### src/rtl/pcrsh_pkg.sv
// Package for reference selection and holdover supervision of the third loop
package pcrsh_pkg;
	localparam int unsigned ADDR_W = 12;
	// Printed offsets are register indices; byte address is four times the index
	localparam logic [ADDR_W-1:0] IDX_SOFT_RESET = 12'h0_01C;
	localparam logic [ADDR_W-1:0] IDX_BW_APPLY = 12'h0_614;
	localparam logic [ADDR_W-1:0] IDX_MANUAL_SEL = 12'h0_62A;
	localparam logic [ADDR_W-1:0] IDX_SEL_MODE = 12'h0_636;
	localparam logic [ADDR_W-1:0] IDX_ALARM_MASK = 12'h0_637;
	localparam logic [ADDR_W-1:0] IDX_RANK01 = 12'h0_638;
	localparam logic [ADDR_W-1:0] IDX_RANK23 = 12'h0_639;
	localparam logic [ADDR_W-1:0] IDX_HIST_STATUS = 12'h0_63F;
	localparam logic [ADDR_W-1:0] IDX_ACTIVE = 12'h0_6F0;
	// Stored configuration bytes: index, writable bits, reset value
	localparam int unsigned N_CFG = 19;
	localparam int unsigned CFG_HSW = 0;
	localparam int unsigned CFG_THR_LO = 1;
	localparam int unsigned CFG_THR_HI = 2;
	localparam int unsigned CFG_EXIT_BW = 13;
	localparam int unsigned N_EXIT_BW = 6;
	localparam logic [ADDR_W-1:0] CFG_IDX [N_CFG] = '{
		12'h0_63A, 12'h0_63B, 12'h0_63C, 12'h0_63D, 12'h0_63E, 12'h0_642, 12'h0_643,
		12'h0_644, 12'h0_645, 12'h0_688, 12'h0_689, 12'h0_69B, 12'h0_6A6,
		12'h0_69D, 12'h0_69E, 12'h0_69F, 12'h0_6A0, 12'h0_6A1, 12'h0_6A2};
	localparam logic [7:0] CFG_MASK [N_CFG] = '{
		8'h0F, 8'hFF, 8'h03, 8'h1F, 8'h1F, 8'hFF, 8'hFF, 8'h03, 8'h02, 8'h0F, 8'hFF, 8'hF6, 8'h0F,
		8'h3F, 8'h3F, 8'h3F, 8'h3F, 8'h3F, 8'h3F};
	localparam logic [7:0] CFG_RESET [N_CFG] = '{
		8'h02, 8'h00, 8'h00, 8'h00, 8'h00, 8'h00, 8'h00, 8'h00, 8'h00, 8'h00, 8'h00, 8'h00, 8'h00,
		8'h00, 8'h00, 8'h00, 8'h00, 8'h00, 8'h00};
	// Field positions
	localparam int unsigned SOFT_ALL_BIT = 0;
	localparam int unsigned SOFT_LOOP_BIT = 3;
	localparam int unsigned BW_APPLY_BIT = 0;
	localparam int unsigned HIST_VALID_BIT = 1;
	localparam int unsigned FAST_ACTIVE_BIT = 2;
	localparam int unsigned OOF_MASK_LSB = 4;
	localparam int unsigned RANK_HI_LSB = 4;
	localparam int unsigned HSW_EN_BIT = 2;
	// Reset values of the selection registers, and the highest usable rank
	localparam logic [7:0] ALARM_MASK_RST = 8'h00;
	localparam logic [7:0] RANK_RST = 8'h00;
	localparam logic [2:0] SEL_MODE_RST = 3'h0;
	localparam logic [2:0] MANUAL_SEL_RST = 3'h0;
	localparam logic [2:0] RANK_MAX = 3'h4;
	// Time a locked input must be tracked before the history counts as valid
	localparam int unsigned HIST_TIME_NS = 10240;
	localparam int unsigned CLK_PERIOD_NS = 40;
	localparam int unsigned HIST_CYCLES = (HIST_TIME_NS + CLK_PERIOD_NS - 1) / CLK_PERIOD_NS;

	typedef enum logic [1:0] {MODE_MANUAL, MODE_NONREVERT, MODE_REVERT, MODE_RESERVED} pcrsh_mode_t;
	typedef enum {ST_FREERUN, ST_LOCKED, ST_HOLDOVER} pcrsh_state_t;
	typedef struct packed {
		logic [3:0] offset;
		logic [3:0] loss;
	} pcrsh_alarms_t;
	typedef struct packed {
		logic locked;
		logic holdover;
		logic freerun;
		logic [1:0] input_num;
	} pcrsh_loop_t;
endpackage

### src/rtl/pcrsh_top.sv
// Reference selection, holdover history and bandwidth apply logic for the third loop
//
// How it works
// - Unmasked loss alarm disqualifies its input
// - Unmasked offset alarm disqualifies its input
// - Input n: mask bits n and n+4
// - Selection outcome can force holdover entry
// - Three-bit ranks, zero none, 5-7 reserved
// - Ten-bit phase threshold split over two registers
// - History-valid status bit, holdover versus free-run
// - Fast-lock status bit shows bandwidth in use
// - History accumulation stops in holdover/free-run
// - New valid input clears and restarts history
// - Six six-bit holdover-exit bandwidth parameters
// - Bandwidths apply on update bit or full reset
// - Loop soft reset keeps applied bandwidths
// - Mode: manual, non-revertive, revertive, reserved
// - Manual select picks input 0 to 3
//
// Chosen here: the APB slave port.
module pcrsh_top #(
	parameter int unsigned HIST_LEN = pcrsh_pkg::HIST_CYCLES
) (
	input wire logic pclk,
	input wire logic presetn,
	input wire logic psel,
	input wire logic penable,
	input wire logic pwrite,
	input wire logic [pcrsh_pkg::ADDR_W+1:0] paddr,
	input wire logic [31:0] pwdata,
	output logic [31:0] prdata,
	output logic pready,
	output logic pslverr,
	input wire pcrsh_pkg::pcrsh_alarms_t ref_alarms,
	input wire logic fast_lock_engaged,
	output pcrsh_pkg::pcrsh_loop_t loop_status,
	output logic [9:0] phase_measure_threshold,
	output logic hitless_enable,
	output logic [5:0] exit_bandwidth_param [pcrsh_pkg::N_EXIT_BW]
);
	import pcrsh_pkg::*;

	logic [7:0] alarm_mask_ff;
	logic [7:0] rank01_ff;
	logic [7:0] rank23_ff;
	logic [2:0] sel_mode_ff;
	logic [2:0] manual_sel_ff;
	logic [7:0] cfg_ff [N_CFG];
	logic [5:0] applied_bw_ff [N_EXIT_BW];
	logic pready_ff;
	logic pslverr_ff;
	logic [31:0] prdata_ff;
	logic fast_ff;
	pcrsh_state_t state_ff;
	pcrsh_state_t nxt_state;
	logic [1:0] active_ff;
	logic [1:0] nxt_active;
	logic hist_valid_ff;
	logic [$clog2(HIST_LEN+1)-1:0] hist_cnt_ff;
	pcrsh_loop_t status_ff;

	logic [ADDR_W-1:0] idx;
	logic access;
	logic wr_en;
	logic hit;
	logic [7:0] rd_byte;
	logic soft_all;
	logic soft_loop;
	logic bw_apply;
	logic [2:0] rank [4];
	logic [3:0] qualified;
	logic [3:0] ranked_ok;
	logic any_ok;
	logic [1:0] best;
	logic [2:0] best_rank;
	pcrsh_mode_t mode;

	assign idx = paddr[ADDR_W+1:2];
	assign access = psel && penable && !pready_ff;
	assign wr_en = psel && penable && pready_ff && pwrite && !pslverr_ff;
	assign soft_all = wr_en && idx == IDX_SOFT_RESET && pwdata[SOFT_ALL_BIT];
	assign soft_loop = wr_en && idx == IDX_SOFT_RESET && pwdata[SOFT_LOOP_BIT];
	assign bw_apply = wr_en && idx == IDX_BW_APPLY && pwdata[BW_APPLY_BIT];
	assign mode = pcrsh_mode_t'(sel_mode_ff[1:0]);

	// Read mux and decode; unmapped indices answer with an error and zero data
	always_comb
	begin
		rd_byte = 8'h00;
		hit = 1'b1;
		case (idx)
			IDX_SOFT_RESET, IDX_BW_APPLY: rd_byte = 8'h00;
			IDX_MANUAL_SEL: rd_byte = {5'h00, manual_sel_ff};
			IDX_SEL_MODE: rd_byte = {5'h00, sel_mode_ff};
			IDX_ALARM_MASK: rd_byte = alarm_mask_ff;
			IDX_RANK01: rd_byte = rank01_ff;
			IDX_RANK23: rd_byte = rank23_ff;
			IDX_HIST_STATUS:
			begin
				rd_byte[HIST_VALID_BIT] = hist_valid_ff;
				rd_byte[FAST_ACTIVE_BIT] = fast_ff;
			end
			IDX_ACTIVE:
				rd_byte = {3'h0, state_ff == ST_LOCKED, state_ff == ST_HOLDOVER,
					state_ff == ST_FREERUN, active_ff};
			default:
			begin
				hit = 1'b0;
				for (int i = 0; i < N_CFG; i++)
				begin
					if (idx == CFG_IDX[i])
					begin
						hit = 1'b1;
						rd_byte = cfg_ff[i];
					end
				end
			end
		endcase
	end

	// One wait state: the answer comes in the second access cycle
	always_ff @(posedge pclk or negedge presetn)
	begin
		if (!presetn)
		begin
			pready_ff <= 1'b0;
			pslverr_ff <= 1'b0;
			prdata_ff <= 32'h0000_0000;
		end
		else
		begin
			pready_ff <= access;
			pslverr_ff <= access && !hit;
			if (access && !pwrite)
				prdata_ff <= {24'h00_0000, rd_byte};
			else if (!access)
				prdata_ff <= 32'h0000_0000;
		end
	end

	// Selection registers; reserved bits are not stored
	always_ff @(posedge pclk or negedge presetn)
	begin
		if (!presetn)
		begin
			alarm_mask_ff <= ALARM_MASK_RST;
			rank01_ff <= RANK_RST;
			rank23_ff <= RANK_RST;
			sel_mode_ff <= SEL_MODE_RST;
			manual_sel_ff <= MANUAL_SEL_RST;
		end
		else if (wr_en)
		begin
			case (idx)
				IDX_ALARM_MASK: alarm_mask_ff <= pwdata[7:0];
				IDX_RANK01: rank01_ff <= pwdata[7:0] & 8'h77;
				IDX_RANK23: rank23_ff <= pwdata[7:0] & 8'h77;
				IDX_SEL_MODE: sel_mode_ff <= pwdata[2:0];
				IDX_MANUAL_SEL: manual_sel_ff <= pwdata[2:0];
				default: ;
			endcase
		end
	end

	// Stored configuration bytes, including threshold halves and staged exit bandwidths
	always_ff @(posedge pclk or negedge presetn)
	begin
		if (!presetn)
		begin
			for (int i = 0; i < N_CFG; i++)
				cfg_ff[i] <= CFG_RESET[i];
		end
		else if (wr_en)
		begin
			for (int i = 0; i < N_CFG; i++)
			begin
				if (idx == CFG_IDX[i])
					cfg_ff[i] <= pwdata[7:0] & CFG_MASK[i];
			end
		end
	end

	// Staged exit bandwidths reach the loop only on the apply bit or a full soft reset
	always_ff @(posedge pclk or negedge presetn)
	begin
		if (!presetn)
		begin
			for (int i = 0; i < N_EXIT_BW; i++)
				applied_bw_ff[i] <= 6'h00;
		end
		else if (bw_apply || soft_all)
		begin
			for (int i = 0; i < N_EXIT_BW; i++)
				applied_bw_ff[i] <= cfg_ff[CFG_EXIT_BW + i][5:0];
		end
		// A loop-only soft reset falls through and keeps the applied set
	end

	always_ff @(posedge pclk or negedge presetn)
	begin
		if (!presetn)
			fast_ff <= 1'b0;
		else
			fast_ff <= fast_lock_engaged;
	end

	// Qualification: an alarm counts only while its mask bit is zero
	always_comb
	begin
		rank[0] = rank01_ff[2:0];
		rank[1] = rank01_ff[RANK_HI_LSB+:3];
		rank[2] = rank23_ff[2:0];
		rank[3] = rank23_ff[RANK_HI_LSB+:3];
		for (int n = 0; n < 4; n++)
		begin
			qualified[n] = !(ref_alarms.loss[n] && !alarm_mask_ff[n])
				&& !(ref_alarms.offset[n] && !alarm_mask_ff[n + OOF_MASK_LSB]);
			// Reserved ranks are treated like no rank so they never win
			ranked_ok[n] = qualified[n] && rank[n] != 3'h0 && rank[n] <= RANK_MAX;
		end
	end

	// Best ranked input: lowest rank number wins, lower index breaks a tie
	always_comb
	begin
		best = 2'd0;
		best_rank = 3'h7;
		any_ok = 1'b0;
		for (int n = 3; n >= 0; n--)
		begin
			if (ranked_ok[n] && rank[n] <= best_rank)
			begin
				best = 2'(n);
				best_rank = rank[n];
				any_ok = 1'b1;
			end
		end
	end

	// Selection outcome decides locking; with no usable input it enters holdover if history is valid, else free-run
	always_comb
	begin
		nxt_state = state_ff;
		nxt_active = active_ff;
		case (mode)
			MODE_MANUAL:
			begin
				if (manual_sel_ff <= 3'd3)
				begin
					nxt_active = manual_sel_ff[1:0];
					nxt_state = qualified[manual_sel_ff[1:0]] ? ST_LOCKED : ST_FREERUN;
				end
				else
					nxt_state = ST_FREERUN;
			end
			MODE_NONREVERT:
			begin
				if (state_ff == ST_LOCKED && ranked_ok[active_ff])
					nxt_state = ST_LOCKED;
				else if (any_ok)
				begin
					nxt_active = best;
					nxt_state = ST_LOCKED;
				end
				else
					nxt_state = ST_FREERUN;
			end
			MODE_REVERT:
			begin
				if (any_ok)
				begin
					nxt_active = best;
					nxt_state = ST_LOCKED;
				end
				else
					nxt_state = ST_FREERUN;
			end
			default:
				nxt_state = ST_FREERUN;
		endcase
		// Leaving lock, or a switch, uses the history if there is one
		if ((state_ff == ST_LOCKED || state_ff == ST_HOLDOVER) && hist_valid_ff
			&& (nxt_state == ST_FREERUN || (nxt_state == ST_LOCKED && nxt_active != active_ff)))
			nxt_state = (nxt_state == ST_FREERUN) ? ST_HOLDOVER : ST_LOCKED;
		if (nxt_state == ST_FREERUN && state_ff == ST_HOLDOVER && hist_valid_ff)
			nxt_state = ST_HOLDOVER;
	end

	always_ff @(posedge pclk or negedge presetn)
	begin
		if (!presetn)
		begin
			state_ff <= ST_FREERUN;
			active_ff <= 2'd0;
		end
		else if (soft_loop || soft_all)
		begin
			state_ff <= ST_FREERUN;
			active_ff <= 2'd0;
		end
		else
		begin
			state_ff <= nxt_state;
			active_ff <= nxt_active;
		end
	end

	// Status pins are a registered copy of the next state, so they track state_ff without decode glitches
	always_ff @(posedge pclk or negedge presetn)
	begin
		if (!presetn)
		begin
			status_ff.locked <= 1'b0;
			status_ff.holdover <= 1'b0;
			status_ff.freerun <= 1'b1;
			status_ff.input_num <= 2'd0;
		end
		else if (soft_loop || soft_all)
		begin
			status_ff.locked <= 1'b0;
			status_ff.holdover <= 1'b0;
			status_ff.freerun <= 1'b1;
			status_ff.input_num <= 2'd0;
		end
		else
		begin
			status_ff.locked <= nxt_state == ST_LOCKED;
			status_ff.holdover <= nxt_state == ST_HOLDOVER;
			status_ff.freerun <= nxt_state == ST_FREERUN;
			status_ff.input_num <= nxt_active;
		end
	end

	// History: accumulate only while locked; a fresh lock or a switch restarts it
	always_ff @(posedge pclk or negedge presetn)
	begin
		if (!presetn)
		begin
			hist_cnt_ff <= '0;
			hist_valid_ff <= 1'b0;
		end
		else if (soft_loop || soft_all)
		begin
			hist_cnt_ff <= '0;
			hist_valid_ff <= 1'b0;
		end
		else if (nxt_state == ST_LOCKED && (state_ff != ST_LOCKED || nxt_active != active_ff))
		begin
			// The old history stays valid until now so the switch itself rides on it
			hist_cnt_ff <= '0;
			hist_valid_ff <= 1'b0;
		end
		else if (state_ff == ST_LOCKED && nxt_state == ST_LOCKED)
		begin
			if (hist_cnt_ff == ($bits(hist_cnt_ff))'(HIST_LEN))
				hist_valid_ff <= 1'b1;
			else
				hist_cnt_ff <= hist_cnt_ff + 1'b1;
		end
		// Holdover and free-run freeze the count
	end

	assign prdata = prdata_ff;
	assign pready = pready_ff;
	assign pslverr = pslverr_ff;
	assign loop_status = status_ff;
	assign phase_measure_threshold = {cfg_ff[CFG_THR_HI][1:0], cfg_ff[CFG_THR_LO]};
	assign hitless_enable = sel_mode_ff[HSW_EN_BIT];
	assign exit_bandwidth_param = applied_bw_ff;
endmodule

### config.mk
export PLATFORM = sky130hd
export DESIGN_NAME = pcrsh_top
export DESIGN_NICKNAME = d
export VERILOG_FILES = /design/src/rtl/pcrsh_pkg.sv /design/src/rtl/pcrsh_top.sv
export SDC_FILE = /design/constraint.sdc
export NUM_CORES = 1
export LEC_CHECK = 0
export BUFFER_PORTS_ARGS = -buffer_cell sky130_fd_sc_hd__clkbuf_2
export CAP_MARGIN = 25
export CELL_PAD_IN_SITES_DETAIL_PLACEMENT = 0
export CELL_PAD_IN_SITES_GLOBAL_PLACEMENT = 1
export CORE_MARGIN = 1
export CORE_UTILIZATION = 46
export DETAILED_ROUTE_END_ITERATION = 16
export GPL_TIMING_DRIVEN = 0
export MAX_ROUTING_LAYER = met4
export PLACE_DENSITY = 0.85
export SLEW_MARGIN = 5
export SYNTH_ARGS = -nofsm -noshare
export SYNTH_HDL_FRONTEND = slang
export SYNTH_SLANG_ARGS = --single-unit
### constraint.sdc
create_clock -name pclk -period 5.62 [get_ports pclk]
set_input_delay 0.281 -clock pclk [delete_from_list [all_inputs] [get_ports pclk]]
set_output_delay 0.281 -clock pclk [all_outputs]
set_load 0.05 [all_outputs]
Yosys cells after proc, flatten, opt, wreduce, memory -nomap -nowiden
Index checks and enable logic that the tools add are counted.
{"block": "totals", "ff_bits": 247, "in_bits": 60, "word_cells": 286}
{"block": "classes", "addsub": 1, "mux": 82, "eq_ne": 40, "n_reduce_logical": 110, "order_cmp": 11}
{"cell": "equality test 12 x 11 -> 1 bit (second input constant)", "count": 27}
{"cell": "2-to-1 mux 32 bit", "count": 5}
{"cell": "2-to-1 mux 8 bit", "count": 18}
{"cell": "logical NOT 32 bit", "count": 4}
{"cell": "equality test 32 x 2 -> 1 bit (second input constant)", "count": 3}
{"cell": "case mux 32 bit (3 select lines)", "count": 1}
{"cell": "equality test 32 x 3 -> 1 bit (second input constant)", "count": 2}
{"cell": "AND reduction 2 bit", "count": 26}
{"cell": "logical AND 1 bit", "count": 44}
{"cell": "2-to-1 mux 9 bit", "count": 4}
{"cell": "2-to-1 mux 1 bit", "count": 34}
{"cell": "!= test 32 x 2 -> 1 bit (second input constant)", "count": 1}
{"cell": "case mux 5 bit (5 select lines)", "count": 1}
{"cell": "logical NOT 1 bit", "count": 20}
{"cell": "2-to-1 mux 2 bit", "count": 9}
{"cell": "nonzero test 3 bit", "count": 6}
{"cell": "case mux 2 bit (8 select lines)", "count": 1}
{"cell": "less-or-equal comparator 3 bit (second input constant)", "count": 5}
{"cell": "equality test 12 x 5 -> 1 bit (second input constant)", "count": 1}
{"cell": "adder 9 x 1 -> 9 bit (second input constant)", "count": 1}
{"cell": "equality test 9 bit (second input constant)", "count": 1}
{"cell": "less-or-equal comparator 3 bit", "count": 3}
{"cell": "2-to-1 mux 3 bit", "count": 3}
{"cell": "OR reduction 9 bit", "count": 1}
{"cell": "other kinds (17)", "count": 23}

Longest topological paths before layout
Gate-level depths: netlist (run 1).
{"block": "depth", "word_depth": 34, "ltp_mapped": 25}

Worst setup path before layout (run 1)
Ideal clock, no wire load.
{"block": "synth_timing", "kind": "register to register", "from": "register rank23_ff[5]", "to": "register hist_valid_ff", "t_arrival_ps": 5074, "path_slack_ps": 473, "path_buffers": 1, "setup_ps": 73, "period_less_slack_ps": 5147, "required_time_ps": 5547, "path_stages_with_launch": 24, "path_cell_list": "dfrtp_1 -> or3b_1 -> a211oi_2 -> nand2b_1 -> inv_1 -> ha_1 -> nand3_1 -> o21ai_0 -> o211ai_2 -> mux2_2 -> ha_1 -> and3_1 -> o31ai_1 -> o21ai_0 -> ha_1 -> nand3_1 -> o21ai_0 -> o21a_1 -> nor2_1 -> nor4_1 -> o31a_1 -> o32a_1 -> buf_6 -> nor2_1"}
{"block": "synth_between", "elab_chain_len": 30, "elab_cells_between_ends": 53, "cone_classes": "order compare: 5; eq/ne: 3; mux: 24; reduce/logical: 21"}
{"element": "start, declared", "line_no": "pcrsh_top.sv:45", "text": "logic [7:0] rank23_ff;"}
{"element": "start signal, assigned", "line_no": "pcrsh_top.sv:157", "text": "IDX_RANK23: rank23_ff <= pwdata[7:0] & 8'h77;"}
{"element": "parallel branches: the longest is 30 deep, another holds less-or-equal comparator 3 bit"}
{"element": "end signal, assigned", "line_no": "pcrsh_top.sv:345", "text": "hist_valid_ff <= 1'b0;"}
{"element": "end signal, assigned", "line_no": "pcrsh_top.sv:351", "text": "hist_valid_ff <= 1'b0;"}
{"element": "end signal, assigned", "line_no": "pcrsh_top.sv:356", "text": "hist_valid_ff <= 1'b1;"}
{"element": "end, declared", "line_no": "pcrsh_top.sv:58", "text": "logic hist_valid_ff;"}
Several ways; the timed one is not identified. The select of a mux whose other input is x is not followed.
A chain may end at the register's enable or synchronous reset.

Worst setup path after layout (run 1)
{"block": "layout_timing", "from": "register rank23_ff[4]", "to": "register hist_cnt_ff[0]"}
{"block": "layout_between", "elab_chain_len": 30, "elab_cells_between_ends": 53, "cone_classes": "order compare: 5; eq/ne: 4; mux: 24; reduce/logical: 20"}
{"element": "parallel branches: the longest is 30 deep, another holds less-or-equal comparator 3 bit"}
{"element": "end signal, assigned", "line_no": "pcrsh_top.sv:358", "text": "hist_cnt_ff <= hist_cnt_ff + 1'b1;"}
{"element": "end, declared", "line_no": "pcrsh_top.sv:59", "text": "logic [$clog2(HIST_LEN+1)-1:0] hist_cnt_ff;"}
Several ways; the timed one is not identified. The select of a mux whose other input is x is not followed.

==> results of run 1 <==
through the flow:
step	TNS, ns	utilization (%)	setup slack [ns]	std cells
2_1_floorplan	0	-	0.473	943
4_1_cts	0	54.4	0.0387	1354
6_report	0	54.6	0.331	1360
5_1_grt	-0.00811	54.6	-0.00786	1360
3_3_place_gp	-4.81	51.1	-0.384	1317
3_5_place_dp	-5.20	51.4	-0.434	1319
cells by family (layout without fill, tap and decap cells):
family | Yosys count | in the layout | synth area share [%]
multiplexers | 164 | 164 | 18.0
flip-flops | 191 | 191 | 46.6
buffers and inverters | 101 | 238 | 5.39
AND/OR/NAND/NOR | 273 | 273 | 15.6
AO/OA/AOI/OAI | 168 | 168 | 11.9
XOR/XNOR | 8 | 8 | 0.683
adder cells (fa/ha/maj) | 14 | 14 | 1.71
other | 1 | 24 | 0.0366
cell type report:
class	count	area (um^2)	area share (%)
buffer	76	459	3.85
clock buffer	17	425	3.57
clock inverter	15	189	1.58
inverter	25	93.8	0.787
multi-input combinational	651	5040	42.2
sequential	191	4780	40.1
tap	280	350	2.94
timing repair buffer	105	591	4.95
power breakdown:
| part | total, W | internal [W] | switching, W | leakage (nW) |
|---|---|---|---|---|
| clock | 0.00124 | 0.000611 | 0.000632 | 0.297 |
| sequential | 0.00138 | 0.00138 | 0.00000416 | 2.60 |
| combinational | 0.000208 | 0.0000516 | 0.000156 | 2.78 |
| total | 0.00283 | 0.00204 | 0.000792 | 5.68 |
sequential cells by signal, indices dropped and copies added (netlist names):
| register | cells |
|---|---|
| hist_valid_ff | 1 |
| active_ff | 1 |
| manual_sel_ff | 3 |
| fast_ff | 1 |
| loop_status | 4 |
| pready | 1 |
| prdata | 8 |
| cfg_ff | 91 |
| pslverr | 1 |
| alarm_mask_ff | 8 |
| rank23_ff | 6 |
| phase_measure_threshold | 10 |
| exit_bandwidth_param | 36 |
| sel_mode_ff | 3 |
| state_ff | 2 |
| hist_cnt_ff | 9 |
| rank01_ff | 6 |
worst max-delay path: cells and delay by family (launching register included):
family                   cells  cell delay [ns]
AO/OA/AOI/OAI                9             2.02
AND/OR/NAND/NOR              9             1.35
adder cells (fa/ha/maj)      3             0.81
flip-flops                   1             0.44
multiplexers                 1             0.39
buffers and inverters        2             0.23
routing by layer:
| layer | vias to the layer above | share of wire [%] |
|---|---|---|
| met4 | 0 | 2.4 |
| met2 | 329 | 47 |
| li1 | 3673 | - |
| met3 | 49 | 7.4 |
| met1 | 4055 | 43 |
| met5 | - | 0 |
what timing repair did:
action                                 CTS  global route
pin swaps                                1             5
setup buffers                            1             6
hold buffers                             2             0
setup endpoints to repair               16            15
endpoints found under the hold margin   63             0
gates resized for setup                  4             3
path summary, 6_finish.rpt:
kind	from	end	slack, ns	cells after the start
min reg2reg	cfg_ff[60]$_DFFE_PN0P_	cfg_ff[60]$_DFFE_PN0P_	0.51	1
max in group asynchronous	presetn	exit_bandwidth_param[8]$_DFFE_PN0P_	4.19	3
min in group asynchronous	presetn	loop_status[0]$_DFF_PN0_	0.49	2
min	pwdata[2]	cfg_ff[98]$_DFFE_PN0P_	0.10	2
max reg2reg	rank23_ff[4]$_DFFE_PN0P_	hist_cnt_ff[0]$_DFFE_PN0P_	0.33	24
max	rank23_ff[4]$_DFFE_PN0P_	hist_cnt_ff[0]$_DFFE_PN0P_	0.33	24
cell usage in the layout (no fill, tap or decap), drive strengths merged, types with 5 or more instances in the layout:
cell    Yosys  routed
nor2b      11      11
nor4       21      21
inv        24      33
a221oi     13      13
nor3       26      26
or2         6       6
or3         5       5
nand4      11      11
mux2      155     155
buf        57      66
o22ai       6       6
dfrtp     189     189
o221ai      5       5
nor2       66      66
ha         14      14
a31oi       6       6
and3       10      10
a21oi      20      20
a22oi      15      15
o21ai      38      38
nand3      30      30
mux2i       8       8
nand2      46      46
clkbuf     19     130
nand2b     18      18
clkinv      1       7
conb        1      24
a211oi     10      10
a22o        5       5
xor2        6       6
==> impl_metrics.env, run 1 <==
export IMPL_status="complete, no violations"
export IMPL_dp_hpwl_um=22100
export IMPL_antenna_found_initial=0
export IMPL_die_h_um=151
export IMPL_die_w_um=151
export IMPL_synth_most_common_cell="dfrtp_1"
export IMPL_netlist_instances=920
export IMPL_use_met1_pct=37.7
export IMPL_ant_nets=0
export IMPL_grt_overflow_total=0
export IMPL_peakVddDrop_uv=211
export IMPL_cts_buffers=17
export IMPL_gr_usage_met3_pct=5.18
export IMPL_ioPinCount=146
export IMPL_clk_pin_slew_ns=0.08
export IMPL_dpl_cell_area_um2=11200
export IMPL_vias_per_cell=5.96
export IMPL_min_path_type="primary input to flop"
export IMPL_grt_max_degree=103
export IMPL_critPathMaxFanout=10
export IMPL_core_um2=21800
export IMPL_synth_avg_cell_area_um2=11.1
export IMPL_root_buffer="clkbuf_16"
export IMPL_critPathKind="flop to flop"
export IMPL_cpMaxStageDelayCell="dfrtp_1"
export IMPL_path_common_cell="ha_1"
export IMPL_start_util_pct=47.0
export IMPL_cp_data_arrival_time_ns=5.67
export IMPL_drive_gt1_share_pct=36.1
export IMPL_slew_headroom_pct=32.7
export IMPL_synthArstFlopShare_pct=100
export IMPL_fp_dieArea_um2=22900
export IMPL_yosysTopAreaCell="dfrtp_1"
export IMPL_fmax_ghz=0.189
export IMPL_grt_pass1_vias=7847
export IMPL_n_antenna_cell=0
export IMPL_ys_seq_elements=191
export IMPL_area_growth_pct=16.3
export IMPL_synth_common_cells="189 x dfrtp_1, 155 x mux2_2, 63 x nor2_1"
export IMPL_clock_latency_ns=0.45
export IMPL_yosys_top_cells_area="dfrtp_1 46%, mux2_2 17%, buf_4 2.8%, nor2_1 2.3%, ha_1 1.7%"
export IMPL_cts_path_max_buffers=2
export IMPL_synth_warning_count=0
export IMPL_drc_errors=0
export IMPL_wl_per_cell_um=22.1
export IMPL_drv_cap=0
export IMPL_drt_pass1_iter_count=6
export IMPL_grt_pass1_wl_um=46100
export IMPL_hold_viol=0
export IMPL_clock_sinks=191
export IMPL_maxSlewViolCount=0
export IMPL_grt_usage_pct=28.2
export IMPL_fin_hold_ws_ns=0.104
export IMPL_drt_wl_total_um=30100
export IMPL_gp_congestion=0.954
export IMPL_synth_ff_type="dfrtp_1"
export IMPL_skew_ns=0.00907
export IMPL_worst_pin_slew_ns=1.00
export IMPL_setup_violations=0
export IMPL_synth_edf_count=0
export IMPL_cp_start_kind="flop"
export IMPL_fin_nets=1141
export IMPL_drt_iter0_drc=727
export IMPL_finalCriticalPeriod_ns=5.29
export IMPL_finalPower_w=0.00283
export IMPL_critPathRequiredTime_ns=6.00
export IMPL_synth_top_cell_area_share_pct=46.1
export IMPL_grtUsageMet2_pct=42.9
export IMPL_via_count=8106
export IMPL_power_density_nw_per_um2=237
export IMPL_critical_path_max_stage_delay_ns=0.44
export IMPL_endpoint_kind="flop"
export IMPL_final_cell_area_um2=11900
export IMPL_ys_types=85
export IMPL_htreeDepth=4
export IMPL_cts_tree="built"
export IMPL_fill_cells=1962
export IMPL_synthesis_area_um2=10300
export IMPL_grt_busiest_layer="met2"
export IMPL_p_leak_nw=5.68
export IMPL_port_buffers=94
export IMPL_ys_seq_area_share_pct=46.6
export IMPL_row_count=54
export IMPL_post_route_period_util_pct=94.1
export IMPL_path_cells="or3b_4 -> a211oi_4 -> nand2b_1 -> inv_1 -> ha_1 -> nand3_1 -> o21ai_0 -> o211ai_2 -> mux2_2 -> ha_1 -> and3_1 -> o31a_1 -> nor2_1 -> a21oi_1 -> ha_1 -> nand3_1 -> o21ai_0 -> o21a_2 -> nor2_2 -> nor4_1 -> o31a_1 -> o32a_1 -> buf_6 -> nor2_1"
(Power assumes the default switching activity.)
==> run 2: changes to the inputs <==
- ABC_CLOCK_PERIOD_IN_PS: default -> 5620
- CORE_UTILIZATION: 46 -> 40
- PLACE_DENSITY: 0.85 -> 0.76
==> run 2 against run 1 <==
Hold slack gained 0.013 ns. Critical endpoint unchanged. Sequential power is essentially flat. Final cell count grew 3.5%. Combinational power is essentially flat. Routed wire length grew 3.9%. Die area grew 15%. Largest power group unchanged. Register-to-register slack lost 0.08 ns. Clock skew grew 0.0050 ns.
==> impl_metrics.env, run 2 (synthesis results as in run 1) <==
export IMPL_status="complete, no violations"
export IMPL_grt_usage_pct=25.2
export IMPL_cts_buffers=17
export IMPL_grt_max_degree=108
export IMPL_fin_nets=1138
export IMPL_htreeDepth=4
export IMPL_wl_met1_um=14000
export IMPL_clk_pin_slew_ns=0.08
export IMPL_cp_data_arrival_time_ns=5.74
export IMPL_grt_pass1_wl_um=48300
export IMPL_dpl_cell_area_um2=11300
export IMPL_critPathKind="flop to flop"
export IMPL_port_buffers=94
export IMPL_drt_pass1_iter_count=5
export IMPL_hold_viol=0
export IMPL_wl_met2_um=15000
export IMPL_row_count=58
export IMPL_dp_hpwl_um=23200
export IMPL_cp_start_kind="flop"
export IMPL_seq_area_um2=4780
export IMPL_slew_headroom_pct=27.0
export IMPL_clock_latency_ns=0.44
export IMPL_grt_pass1_vias=7991
export IMPL_endpoint_kind="flop"
export IMPL_cts_tree="built"
export IMPL_antenna_found_initial=0
export IMPL_place_ws_ns=-0.397
export IMPL_route_met3_wl_um=1510
export IMPL_ioPinCount=146
export IMPL_highest_layer="met4"
export IMPL_r2r_cells=24
export IMPL_via_count=8062
export IMPL_core_um2=25200
export IMPL_drt_wl_total_um=31200
export IMPL_fmax_ghz=0.186
export IMPL_min_path_type="primary input to flop"
export IMPL_reg2reg_slack_ns=0.25
export IMPL_cts_path_max_buffers=2
export IMPL_final_cell_area_um2=12000
export IMPL_finalPower_w=0.00283
export IMPL_setup_violations=0
export IMPL_layout_common_cells="188 x dfrtp_1, 154 x mux2_2, 93 x clkbuf_2"
export IMPL_top_register="cfg_ff"
export IMPL_drt_iter0_drc=567
export IMPL_grt_overflow_total=0
export IMPL_die_w_um=162
export IMPL_critPathRequiredTime_ns=5.99
export IMPL_drc_errors=0
export IMPL_skew_ns=0.0140
export IMPL_finalCriticalPeriod_ns=5.37
export IMPL_fp_dieArea_um2=26300
export IMPL_area_growth_pct=17.0
export IMPL_critPathMaxFanout=10
export IMPL_final_core_util_pct=47.6
export IMPL_maxSlewViolCount=0
export IMPL_drv_cap=0
export IMPL_root_buffer="clkbuf_16"
export IMPL_min_from="pwdata[2]"
export IMPL_fin_ws_ns=0.253
export IMPL_rr_endpoint="hist_cnt_ff[0]$_DFFE_PN0P_"
export IMPL_vias_per_cell=5.73
export IMPL_post_route_period_util_pct=95.5
export IMPL_largest_reg_flops=91
export IMPL_hold_path_end="cfg_ff[98]$_DFFE_PN0P_"
export IMPL_die_h_um=162
export IMPL_drive_gt1_share_pct=36.3
export IMPL_worst_pin_slew_ns=1.09
export IMPL_power_density_nw_per_um2=236
export IMPL_peakVddDrop_uv=217
export IMPL_start_util_pct=40.7
export IMPL_p_leak_nw=5.67
export IMPL_fill_cells=2392
export IMPL_r2r_start="rank23_ff[5]$_DFFE_PN0P_"
export IMPL_layout_commonest_cell="dfrtp_1"
export IMPL_wl_per_cell_um=22.2
export IMPL_multi_input_area_um2=5050
export IMPL_gp_congestion=0.954
export IMPL_ant_nets=0
export IMPL_holdPathStages=2
export IMPL_clock_sinks=191
==> run 2: cell count changes in the layout (fill, tap and decap cells not counted), sizes merged <==
cell and delta:
clkinv +5, diode +1, buf -4, clkbuf +1, inv -5
==> run 2: layout make-up <==
| cell class | instances | area share (%) |
|---|---|---|
| clock buffers | 17 | 3.55 |
| diodes | 1 | 0.0209 |
| plain buffers | 76 | 3.83 |
| inverters | 25 | 0.783 |
| clock inverters | 15 | 1.62 |
| multi-input cells | 651 | 42.1 |
| well taps | 330 | 3.44 |
| repair buffers | 102 | 4.74 |
| flip-flops and latches | 191 | 39.9 |
==> run 2: critical path: stages, from the launching register on <==
cell,delay (ns)
dfrtp_2,0.45
or3b_4,0.43
a211oi_4,0.25
nand2b_1,0.11
inv_1,0.07
ha_1,0.24
nand3_1,0.08
o21ai_0,0.10
o211ai_2,0.28
mux2_4,0.34
ha_1,0.28
and3_1,0.22
o31a_1,0.30
nor2_1,0.11
a21oi_1,0.05
ha_1,0.32
nand3_1,0.09
o21ai_0,0.12
o21a_2,0.28
nor2_2,0.13
nor4_1,0.07
o31a_1,0.31
o32a_1,0.39
buf_6,0.17
nor2_1,0.11
==> run 2: power breakdown <==
part	internal, W	switching (W)	total (W)
Sequential	0.00138	0.00000435	0.00138
Combinational	0.0000512	0.000158	0.000209
Clock	0.000609	0.000636	0.00124
==> run 2: per-layer routing <==
layer  vias up  track usage [%]
met1      4091             34.2
met2       268             39.3
li1       3666                -
met5         -                -
met4         0             8.06
met3        37             3.09
==> run 2: what timing repair did <==
item | 4_1_cts | 5_1_grt
hold buffers | 2 | 0
gates resized for setup | 2 | 10
setup endpoints to repair | 15 | 15
gates cloned | 0 | 0
endpoints found under the hold margin | 84 | 0
buffers inserted | 2 | 1
pin swaps | 2 | 6
==> run 2: how the worst max path moves through the flow <==
stage                                  start  cells past startpoint  slack [ns]                          to
floorplan           rank23_ff[5]$_DFFE_PN0P_                     23        0.47   hist_valid_ff$_DFFE_PN0P_
global placement    rank23_ff[5]$_DFFE_PN0P_                     22       -0.54  hist_cnt_ff[7]$_DFFE_PN0P_
detailed placement  rank23_ff[5]$_DFFE_PN0P_                     23       -0.40  hist_cnt_ff[0]$_DFFE_PN0P_
CTS                 rank23_ff[5]$_DFFE_PN0P_                     24        0.01  hist_cnt_ff[0]$_DFFE_PN0P_
global route        rank23_ff[5]$_DFFE_PN0P_                     24       -0.01  hist_cnt_ff[5]$_DFFE_PN0P_
finish              rank23_ff[5]$_DFFE_PN0P_                     24        0.25  hist_cnt_ff[0]$_DFFE_PN0P_
==> run 2: stage by stage <==
stage | hold slack, ns | std cells | TNS (ns)
detailed placement | 0.373 | 1369 | -4.40
finish | 0.118 | 1408 | 0
floorplan | -0.0146 | 943 | 0
global placement | 0.394 | 1367 | -7.25
global route | 0.127 | 1407 | -0.0322
CTS | 0.115 | 1405 | 0
==> run 3: changes to the inputs <==
- CORE_ASPECT_RATIO: default -> 0.6
- PLACE_DENSITY: 0.76 -> default
- PLACE_DENSITY_LB_ADDON: default -> 0.05
==> run 3 against run 2 <==
First-iteration DRC count up 38%. Critical path depth unchanged. Register-to-register slack worse by 0.02 ns. Worst setup slack worse by 0.025 ns. Combinational power up 4%. Routed wire length up 10%. Hold slack worse by 0.019 ns. Utilization up 1.2 points. Count of clock-buffer cells in the layout up 2. Sequential share of layout area down 0.17 points. Final cell count unchanged. Critical endpoint unchanged. Largest cell class unchanged.
==> impl_metrics.env, run 3 (synthesis results as in run 1) <==
export IMPL_row_count=44
export IMPL_clock_latency_ns=0.45
export IMPL_drt_wl_total_um=34400
export IMPL_cpMaxStageDelayCell="or3b_4"
export IMPL_grt_usage_pct=27.8
export IMPL_top_register="cfg_ff"
export IMPL_drt_iter0_drc=785
export IMPL_fmax_ghz=0.185
export IMPL_port_buffers=94
export IMPL_critical_path_max_stage_delay_ns=0.43
export IMPL_cts_buffers=17
export IMPL_grt_pass1_wl_um=52100
export IMPL_die_w_um=209
export IMPL_clk_pin_slew_ns=0.07
export IMPL_via_count=8219
export IMPL_n_antenna_cell=0
export IMPL_grt_max_degree=100
export IMPL_area_growth_pct=17.5
export IMPL_hold_viol=0
export IMPL_power_density_nw_per_um2=232
export IMPL_layout_common_cells="187 x dfrtp_1, 154 x mux2_2, 93 x clkbuf_2"
export IMPL_antenna_found_initial=1
export IMPL_endpoint_kind="flop"
export IMPL_maxSlewViolCount=0
export IMPL_cp_start_kind="flop"
export IMPL_start_util_pct=41.6
export IMPL_fp_dieArea_um2=26300
export IMPL_wl_per_cell_um=24.4
export IMPL_grt_setup_unrepaired="yes"
export IMPL_path_cells="or3b_4 -> a211oi_4 -> nand2b_1 -> inv_1 -> ha_1 -> nand3_1 -> o21ai_1 -> o211ai_2 -> mux2_4 -> ha_1 -> and3_4 -> o31a_1 -> nor2_1 -> a21oi_1 -> ha_1 -> nand3_1 -> o21ai_2 -> o21a_2 -> nor2_4 -> nor4_1 -> o31a_1 -> o32a_1 -> buf_6 -> nor2_1"
export IMPL_core_um2=24700
export IMPL_grt_pass1_vias=7818
export IMPL_ant_nets=0
export IMPL_die_h_um=126
export IMPL_drt_pass1_iter_count=6
export IMPL_multi_input_area_um2=5080
export IMPL_cts_path_max_buffers=2
export IMPL_htreeDepth=4
export IMPL_post_route_period_util_pct=95.9
export IMPL_dp_hpwl_um=25500
export IMPL_ioPinCount=146
export IMPL_status="complete, no violations"
export IMPL_peakVddDrop_uv=156
export IMPL_drc_errors=0
export IMPL_min_path_type="primary input to flop"
export IMPL_critPathKind="flop to flop"
export IMPL_clock_sinks=191
export IMPL_path_common_cell="ha_1"
export IMPL_layout_commonest_cell="dfrtp_1"
export IMPL_vias_per_cell=5.84
export IMPL_critPathMaxFanout=6
export IMPL_final_core_util_pct=48.8
export IMPL_root_buffer="clkbuf_16"
export IMPL_final_cell_area_um2=12000
export IMPL_critPathRequiredTime_ns=6.00
export IMPL_dpl_cell_area_um2=11300
export IMPL_fill_cells=2366
export IMPL_tns_ns=0
export IMPL_p_leak_nw=5.71
export IMPL_grt_overflow_total=0
export IMPL_skew_ns=0.0128
export IMPL_gp_congestion=0.991
export IMPL_seq_area_um2=4780
export IMPL_slew_headroom_pct=34.2
export IMPL_worst_pin_slew_ns=0.979
export IMPL_largest_reg_flops=91
export IMPL_fin_hold_ws_ns=0.0984
export IMPL_setup_violations=0
export IMPL_cp_data_arrival_time_ns=5.77
export IMPL_finalCriticalPeriod_ns=5.39
export IMPL_drv_cap=0
export IMPL_cts_tree="built"
export IMPL_fin_nets=1148
export IMPL_drive_gt1_share_pct=37.4
==> run 3: cell types whose count changed in the layout (fill, tap and decap cells not counted), moves of 3 or more <==
| cell | change |
|---|---|
| o21ai_0 | -3 |
| clkinv_8 | -5 |
| buf_4 | +6 |
| clkinv_4 | -4 |
| nor2_1 | -3 |
| inv_6 | +3 |
==> run 3: critical path: cells and delay by family (launching register included) <==
family / cells / cell delay [ns]
AO/OA/AOI/OAI: 9 / 2.05
adder cells (fa/ha/maj): 3 / 0.86
AND/OR/NAND/NOR: 9 / 1.35
multiplexers: 1 / 0.36
buffers and inverters: 2 / 0.25
flip-flops: 1 / 0.42
==> run 3: final timing paths <==
kind | slack [ns] | startpoint | cells past startpoint | end
setup reg to reg | 0.23 | rank23_ff[4]$_DFFE_PN0P_ | 24 | hist_cnt_ff[0]$_DFFE_PN0P_
max in group asynchronous | 4.18 | presetn | 3 | rank23_ff[4]$_DFFE_PN0P_
hold / removal | 0.1 | pwdata[2] | 2 | cfg_ff[98]$_DFFE_PN0P_
hold reg to reg | 0.51 | cfg_ff[96]$_DFFE_PN0P_ | 1 | cfg_ff[96]$_DFFE_PN0P_
min in group asynchronous | 0.45 | presetn | 2 | exit_bandwidth_param[27]$_DFFE_PN0P_
setup / recovery | 0.23 | rank23_ff[4]$_DFFE_PN0P_ | 24 | hist_cnt_ff[0]$_DFFE_PN0P_
==> run 3: report_power, final <==
part / switching, W / leakage, nW / internal (W)
Combinational: 0.000166 / 2.84 / 0.0000526
Clock: 0.000576 / 0.275 / 0.000623
Sequential: 0.00000383 / 2.60 / 0.00138
Total: 0.000745 / 5.71 / 0.00205
==> run 3: stage by stage <==
step	total power (W)	cells	setup WS, ns
detailed placement	0.00162	1363	-0.597
floorplan	0.00152	943	0.473
finish	0.00280	1408	0.228
global route	0.00290	1408	-0.0310
global placement	0.00162	1359	-0.694
CTS	0.00283	1399	0.0516
==> run 3: layer usage <==
metal	share of wire, %	up-vias	track usage [%]
li1	-	3698	-
met1	52	4146	43.8
met2	38	352	34.4
met3	8.5	23	7.03
met4	1.2	0	6.19
met5	0	-	-
==> run 3: cell type report <==
type / count / area share, %
Clock inverter: 12 / 1.08
Clock buffer: 19 / 3.59
Inverter: 25 / 0.779
Sequential cell: 191 / 39.7
Timing Repair Buffer: 112 / 5.46
Multi-Input combinational cell: 651 / 42.2
Buffer: 76 / 3.81
Tap cell: 322 / 3.34
==> run 3: what timing repair did <==
action | CTS | global route
resized for setup | 7 | 19
buffers inserted | 3 | 6
pin swaps | 3 | 11
gates cloned | 0 | 1
hold buffers | 2 | 0
hold endpoints to repair | 92 | 0
setup endpoints to repair | 16 | 15
